[src/inc/conv_regs_pkg.sv]
// Purpose: shared constants and carriers for the converter status, interrupt and lock registers
// Assumes: 8-bit register addresses and data, internal register port
// Notes:   converter_flags offset is not printed in the map, so it is a chosen constant
package conv_regs_pkg;

    localparam logic [7:0] CONVERTER_FLAGS_ADDR   = 8'h05;
    localparam logic [7:0] INTERRUPT_FLAGS_ADDR   = 8'h06;
    localparam logic [7:0] INTERRUPT_MASKS_ADDR   = 8'h07;
    localparam logic [7:0] LOCK_PART_MASK_ADDR    = 8'h50;
    localparam logic [7:0] LOCK_PASSWORD_ADDR     = 8'h51;
    localparam logic [7:0] VOLTAGE_SETTING_ADDR   = 8'h02;

    localparam int         INPUT_LOW_BIT          = 0;
    localparam int         OUTPUT_OK_BIT          = 1;
    localparam int         LOCK_MASK_BIT          = 0;

    localparam logic [1:0] IRQ_MASK_RESET         = 2'h0;
    localparam logic       LOCK_MASK_RESET        = 1'h1;
    localparam logic [7:0] LOCK_CODE_RESET        = 8'hFF;
    localparam logic [7:0] LOCK_CODE_LOCK         = 8'hAA;
    localparam logic [7:0] LOCK_CODE_UNLOCK       = 8'h55;
    localparam logic [7:0] VOLTAGE_SETTING_RESET  = 8'h00;

    typedef struct packed {
        logic       wr;
        logic       rd;
        logic [7:0] addr;
        logic [7:0] wdata;
    } reg_req_t;

    typedef struct packed {
        logic       output_ok;
        logic       input_low;
    } conv_cond_t;

endpackage

[src/hdl/cond_flag.sv]
// Purpose: one condition flag following its analog comparator level
// Assumes: level synchronous to core_clk_in
// Notes:   used for both status and interrupt flag bits
`timescale 1ns/1ps
module cond_flag (
    input  wire logic core_clk_in,
    input  wire logic reset_in,
    input  wire logic clk_en_in,
    input  wire logic level_in,
    output logic      flag_out
);
    typedef struct packed {
        logic flag;
    } flag_state_t;

    flag_state_t state_q;
    flag_state_t state_d;

    always_comb begin
        state_d      = state_q;
        state_d.flag = level_in;
    end

    always_ff @(posedge core_clk_in) begin
        if (reset_in) begin
            state_q <= '0;
        end else if (clk_en_in) begin
            state_q <= state_d;
        end
    end

    assign flag_out = state_q.flag;
endmodule

[src/hdl/converter_status_irq_lock_regs.sv]
// Purpose: status, interrupt, mask, lock-mask and password registers of a buck-boost converter
// Assumes: single-cycle register port from the serial interface, all inputs synchronous
// Notes:   reads answer combinationally into a registered data word one cycle later
// Function
// status bit 1 reads 1 when output can deliver full power
// status bit 0 reads 1 when input is low and power may be limited
// interrupt bit 1, read-only, reads 1 while output is in regulation
// interrupt bit 0, read-only, reads 1 while input is too low
// mask register bits 1 and 0 mask their interrupts, reset to 0
// lock-mask bit resets to 1; 1 excludes converter registers from locking
// password 0xAA locks the voltage setting register; password resets to 0xFF
// password 0x55 unlocks; voltage setting then accepts writes
// reserved bits read zero and ignore writes
// interrupt output asserts only for a set, unmasked flag
`timescale 1ns/1ps
module converter_status_irq_lock_regs (
    input  wire logic                    core_clk_in,
    input  wire logic                    reset_in,
    input  wire logic                    clk_en_in,
    input  wire conv_regs_pkg::reg_req_t req_in,
    input  wire conv_regs_pkg::conv_cond_t cond_in,
    output logic [7:0]                   rdata_out,
    output logic                         rvalid_out,
    output logic [7:0]                   voltage_setting_out,
    output logic                         voltage_locked_out,
    output logic                         irq_n_out
);
    typedef struct packed {
        logic [1:0] irq_mask;
        logic       lock_mask;
        logic [7:0] lock_code;
        logic       locked;
        logic [7:0] voltage_setting;
        logic [7:0] rdata;
        logic       rvalid;
        logic       irq_n;
    } regs_state_t;

    regs_state_t state_q;
    regs_state_t state_d;
    logic        output_ok_flag;
    logic        input_low_flag;
    logic        output_ok_irq;
    logic        input_low_irq;

    // status and interrupt views share the same condition; flags track the level
    cond_flag u_ok_flag (
        .core_clk_in (core_clk_in),
        .reset_in    (reset_in),
        .clk_en_in   (clk_en_in),
        .level_in    (cond_in.output_ok),
        .flag_out    (output_ok_flag)
    );

    cond_flag u_low_flag (
        .core_clk_in (core_clk_in),
        .reset_in    (reset_in),
        .clk_en_in   (clk_en_in),
        .level_in    (cond_in.input_low),
        .flag_out    (input_low_flag)
    );

    assign output_ok_irq = output_ok_flag;
    assign input_low_irq = input_low_flag;

    always_comb begin
        state_d        = state_q;
        state_d.rvalid = 1'b0;
        state_d.irq_n  = !((output_ok_irq && !state_q.irq_mask[conv_regs_pkg::OUTPUT_OK_BIT]) ||
                           (input_low_irq && !state_q.irq_mask[conv_regs_pkg::INPUT_LOW_BIT]));
        if (req_in.wr) begin
            unique case (req_in.addr)
                conv_regs_pkg::INTERRUPT_MASKS_ADDR: begin
                    state_d.irq_mask = req_in.wdata[1:0];
                end
                conv_regs_pkg::LOCK_PART_MASK_ADDR: begin
                    state_d.lock_mask = req_in.wdata[conv_regs_pkg::LOCK_MASK_BIT];
                end
                conv_regs_pkg::LOCK_PASSWORD_ADDR: begin
                    state_d.lock_code = req_in.wdata;
                    // codes act only while the converter registers take part in locking
                    if (!state_q.lock_mask && req_in.wdata == conv_regs_pkg::LOCK_CODE_LOCK) begin
                        state_d.locked = 1'b1;
                    end else if (!state_q.lock_mask && req_in.wdata == conv_regs_pkg::LOCK_CODE_UNLOCK) begin
                        state_d.locked = 1'b0;
                    end
                end
                conv_regs_pkg::VOLTAGE_SETTING_ADDR: begin
                    // a masked lock leaves the register always writable
                    if (!state_q.locked || state_q.lock_mask) begin
                        state_d.voltage_setting = req_in.wdata;
                    end
                end
                default: begin
                end
            endcase
        end
        if (req_in.rd) begin
            state_d.rvalid = 1'b1;
            unique case (req_in.addr)
                conv_regs_pkg::CONVERTER_FLAGS_ADDR: begin
                    state_d.rdata = {6'h00, output_ok_flag, input_low_flag};
                end
                conv_regs_pkg::INTERRUPT_FLAGS_ADDR: begin
                    state_d.rdata = {6'h00, output_ok_irq, input_low_irq};
                end
                conv_regs_pkg::INTERRUPT_MASKS_ADDR: begin
                    state_d.rdata = {6'h00, state_q.irq_mask};
                end
                conv_regs_pkg::LOCK_PART_MASK_ADDR: begin
                    state_d.rdata = {7'h00, state_q.lock_mask};
                end
                conv_regs_pkg::LOCK_PASSWORD_ADDR: begin
                    state_d.rdata = state_q.lock_code;
                end
                conv_regs_pkg::VOLTAGE_SETTING_ADDR: begin
                    state_d.rdata = state_q.voltage_setting;
                end
                default: begin
                    state_d.rdata = 8'h00;
                end
            endcase
        end
    end

    always_ff @(posedge core_clk_in) begin
        if (reset_in) begin
            state_q.irq_mask        <= conv_regs_pkg::IRQ_MASK_RESET;
            state_q.lock_mask       <= conv_regs_pkg::LOCK_MASK_RESET;
            state_q.lock_code       <= conv_regs_pkg::LOCK_CODE_RESET;
            state_q.locked          <= 1'b0;
            state_q.voltage_setting <= conv_regs_pkg::VOLTAGE_SETTING_RESET;
            state_q.rdata           <= 8'h00;
            state_q.rvalid          <= 1'b0;
            state_q.irq_n           <= 1'b1;
        end else if (clk_en_in) begin
            state_q <= state_d;
        end
    end

    assign rdata_out           = state_q.rdata;
    assign rvalid_out          = state_q.rvalid;
    assign voltage_setting_out = state_q.voltage_setting;
    assign voltage_locked_out  = state_q.locked;
    assign irq_n_out           = state_q.irq_n;
endmodule

[config.mk]
export PLATFORM = sky130hd
export DESIGN_NAME = converter_status_irq_lock_regs
export DESIGN_NICKNAME = d
export VERILOG_FILES = /design/src/inc/conv_regs_pkg.sv /design/src/hdl/cond_flag.sv /design/src/hdl/converter_status_irq_lock_regs.sv
export SDC_FILE = /design/constraint.sdc
export NUM_CORES = 1
export LEC_CHECK = 0
export BUFFER_PORTS_ARGS = -buffer_cell sky130_fd_sc_hd__buf_2
export CAP_MARGIN = 0
export CORE_MARGIN = 1
export CORE_UTILIZATION = 25
export CTS_BUF_LIST = sky130_fd_sc_hd__clkbuf_8
export DETAILED_ROUTE_END_ITERATION = 8
export GPL_ROUTABILITY_DRIVEN = 1
export PLACE_DENSITY = 0.45
export SYNTH_ARGS = -nofsm -noshare
export SYNTH_HDL_FRONTEND = slang
export SYNTH_HIERARCHICAL = 1
export SYNTH_SLANG_ARGS = --single-unit
[constraint.sdc]
create_clock -name core_clk_in -period 5.88 [get_ports core_clk_in]
set_clock_uncertainty 0.15 [all_clocks]
set_input_delay 0.588 -clock core_clk_in [delete_from_list [all_inputs] [get_ports core_clk_in]]
set_output_delay 0.588 -clock core_clk_in [all_outputs]
set_load 0.1 [all_outputs]
==> results.tsv <==
metric	value	unit
status	finished clean	
initial antenna violation count	0	
post-synthesis net count	209	
crit path to	voltage_setting_out[6]	
mux cell area share after synthesis	0.1085	
part of the power in combinational logic	0.124	
Pwr Density	270.1	nW/µm²
die area	6592	µm²
GRT overflow	0	
average vias per placed instance	4.605	
pre-CTS WS	3.254	ns
Design Area, Final	1808	µm²
crit path DAT	2.36	ns
ys flop type	dfxtp_1	
Post-synth EDFFs	0	
Seq/Total Area, Yosys	0.4086	
Clock transition at path regs	0.07	ns
post-synthesis simple-gate area fraction	0.2602	
clk buf depth	2	
largest net degree at the start of global routing	21	
Setup-failing EPs final	0	
Final Cycle Share	0.3975	
Power Internal	360.1	µW
Worst Reg-to-Reg Cells	4	
reg-to-reg critical path startpoint	state_q[27]	
Yosys warnings	6	
PnR worst setup slack	3.543	ns
postcts setup bufs	0	
fmax	427.9	MHz
switching part of the total	0.2626	
RSZ-0062 raised after global routing	no	
DR pass1 iterations	4	
Root Buffer	clkbuf_8	
CTS Buf Count	5	
hpwl dp	2.990	mm
Tmin final	2.337	ns
Synth async-reset ratio	0	
Fillers	654	
Max Slew Vio Count	0	
Post-Synth XOR/XNOR Area	0	
Avg Synthesized Cell Area	8.429	µm²
drt wl/cell	14.13	µm
antenna cells	0	
P_sw	128.2	µW
adder-cell share of the synthesized area	0	
total wire length	4.040	mm
crit-path max FO	9	
reg2reg setup slack	4.19	ns
hold_ws	0.3167	ns
share of total power in the clock network	0.419	
Worst Hold Class	flip-flop to flip-flop	
H-tree lvl count	2	
Worst-Margin Slew	1.051	ns
total core area	5991	µm²
final net count	233	
final hold vios	0	
Leak Pwr	0.0008329	µW
distinct cell type count after synthesis	32	
kind of critical path	input port to flip-flop	
Die Wd	81.19	µm
CTS tree	built	
Final ANT Viol Nets	0	
first-pass GRT wire length	6.354	mm
Iter 0 DRT Violations	83	
Slew headroom	0.2941	
Total Power	488.3	µW
Area Growth Syn to Fin	15.32	%
worst endpoint required time	5.90	ns
FF+latch count, synth	32	
R2R Path End	voltage_setting_out[6]	
Die Span Y	81.19	µm
Reg power frac	0.457	
Peak supply drop	0.07998	mV
Post-DP Area	1700	µm²
# port buffers	41	
DRC	0	
complex-gate fraction of the synthesized area	0.1069	
Fin Setup TNS	0	ns
layout cell share with drive strength beyond 1	0.2322	
largest family of logic cells by synthesized area	simple AND/OR/NAND/NOR gates	
CP endpoint kind	flip-flop	
vias in the first global route	1179	
Post-Syn Area	1568	µm²
FP Rows	28	
num ports	42	
DR vias	1317	
Placer Congestion	0.7558	
CTS sink cnt	32	
CP startpoint	req_in[8]	
initial core utilization	0.2617	
hold_buf cts	0	
Syn Inst Count	186	
Setup crit start kind	input port	
worst skew pair latency	0.29	ns
post-cts sizing count	0	
max-cap violations	0	
GRT Total Usage	0.1308	
-- cell families after synthesis --
group / after synthesis
simple gates: 83
flops: 32
buf+inv: 28
compound gates: 26
mux: 17
-- worst min path at each step --
stage	startpoint	endpoint	slack [ns]	depth (start not counted)
floorplan	state_q[19]	state_q[19]	0.29	2
global placement	state_q[21]	state_q[21]	0.30	2
detailed placement	state_q[23]	state_q[23]	0.31	2
CTS	state_q[21]	state_q[21]	0.32	2
global route	state_q[25]	state_q[25]	0.34	2
finish	state_q[23]	state_q[23]	0.32	2
-- critical path: stages --
cell and delay [ns]:
buf_2 0.16, or4b_1 0.55, or4_1 0.76, mux2i_1 0.24, nor2_1 0.05
-- placed cells by master, fill, tap and decap left out, types with 2 or more instances in the layout --
master,synthesis,routed
o2bb2ai_1,2,2
buf_2,1,41
a21oi_1,6,6
or3_1,2,2
nand2b_1,3,3
nor2_1,23,23
nor4b_1,2,2
or4_1,2,2
nand2_1,23,23
nor2b_1,2,2
clkbuf_8,0,5
nor4_1,2,2
and3_1,2,2
a221oi_1,6,6
dfxtp_1,32,32
mux2i_1,17,17
nand4_1,2,2
o21ai_0,9,9
inv_1,4,5
nor3_1,4,4
nand3_1,10,10
-- cell type report --
cell class | instances | area, µm² | share of cell area
Clock buffer | 5 | 68.82 | 0.03806
Clock inverter | 3 | 38.79 | 0.02145
Timing Repair Buffer | 41 | 205.2 | 0.1135
Multi-Input combinational cell | 126 | 745.7 | 0.4125
Inverter | 4 | 15.01 | 0.008305
Sequential cell | 32 | 640.6 | 0.3543
Tap cell | 75 | 93.84 | 0.05190
-- metrics by stage --
stage,util,std cells
floorplan,-,186
global placement,0.2838,278
detailed placement,0.2838,278
CTS,0.3018,286
global route,0.3018,286
finish,0.3018,286
-- layer usage --
| metal | vias to the layer above | share of wire | track usage | routed length (µm) |
|---|---|---|---|---|
| met5 | - | 0 | 0 | 0 |
| met4 | 0 | 0.017 | 0.05893 | 68 |
| met3 | 7 | 0.055 | 0.03146 | 222 |
| met2 | 35 | 0.43 | 0.1840 | 1726 |
| met1 | 586 | 0.50 | 0.1855 | 2023 |
| li1 | 689 | - | - | - |
-- power groups by stage --
| stage | registers [µW] | clock network, µW | logic [µW] |
|---|---|---|---|
| 6_report | 223 | 205 | 60.5 |
| 5_1_grt | 223 | 219 | 65.1 |
| 4_1_cts | 223 | 212 | 61.0 |
| 3_5_place_dp | 228 | 0 | 60.9 |
| 3_3_place_gp | 228 | 0 | 60.6 |
| 2_1_floorplan | 234 | 0 | 38.9 |
-- sequential cells by signal, indices dropped and copies added (netlist names) --
| signal | cells |
|---|---|
| state_q | 11 |
| rdata_out | 8 |
| voltage_setting_out | 8 |
| irq_n_out | 1 |
| rvalid_out | 1 |
| u_low_flag/flag_out | 1 |
| u_ok_flag/flag_out | 1 |
| voltage_locked_out | 1 |
-- cells in the mapped netlist, types with 3 or more instances --
| cell type | number | share of area |
|---|---|---|
| buf_4 | 16 | 0.077 |
| inv_1 | 4 | 0.0096 |
| nand3_1 | 10 | 0.032 |
| mux2i_1 | 17 | 0.11 |
| dfxtp_1 | 32 | 0.41 |
| nand2b_1 | 3 | 0.012 |
| nor3_1 | 4 | 0.013 |
| clkbuf_1 | 5 | 0.012 |
| o21ai_0 | 9 | 0.029 |
| nand2_1 | 23 | 0.055 |
| nor2_1 | 23 | 0.055 |
| a221oi_1 | 6 | 0.034 |
| a21oi_1 | 6 | 0.019 |
(Power assumes the default switching activity.)
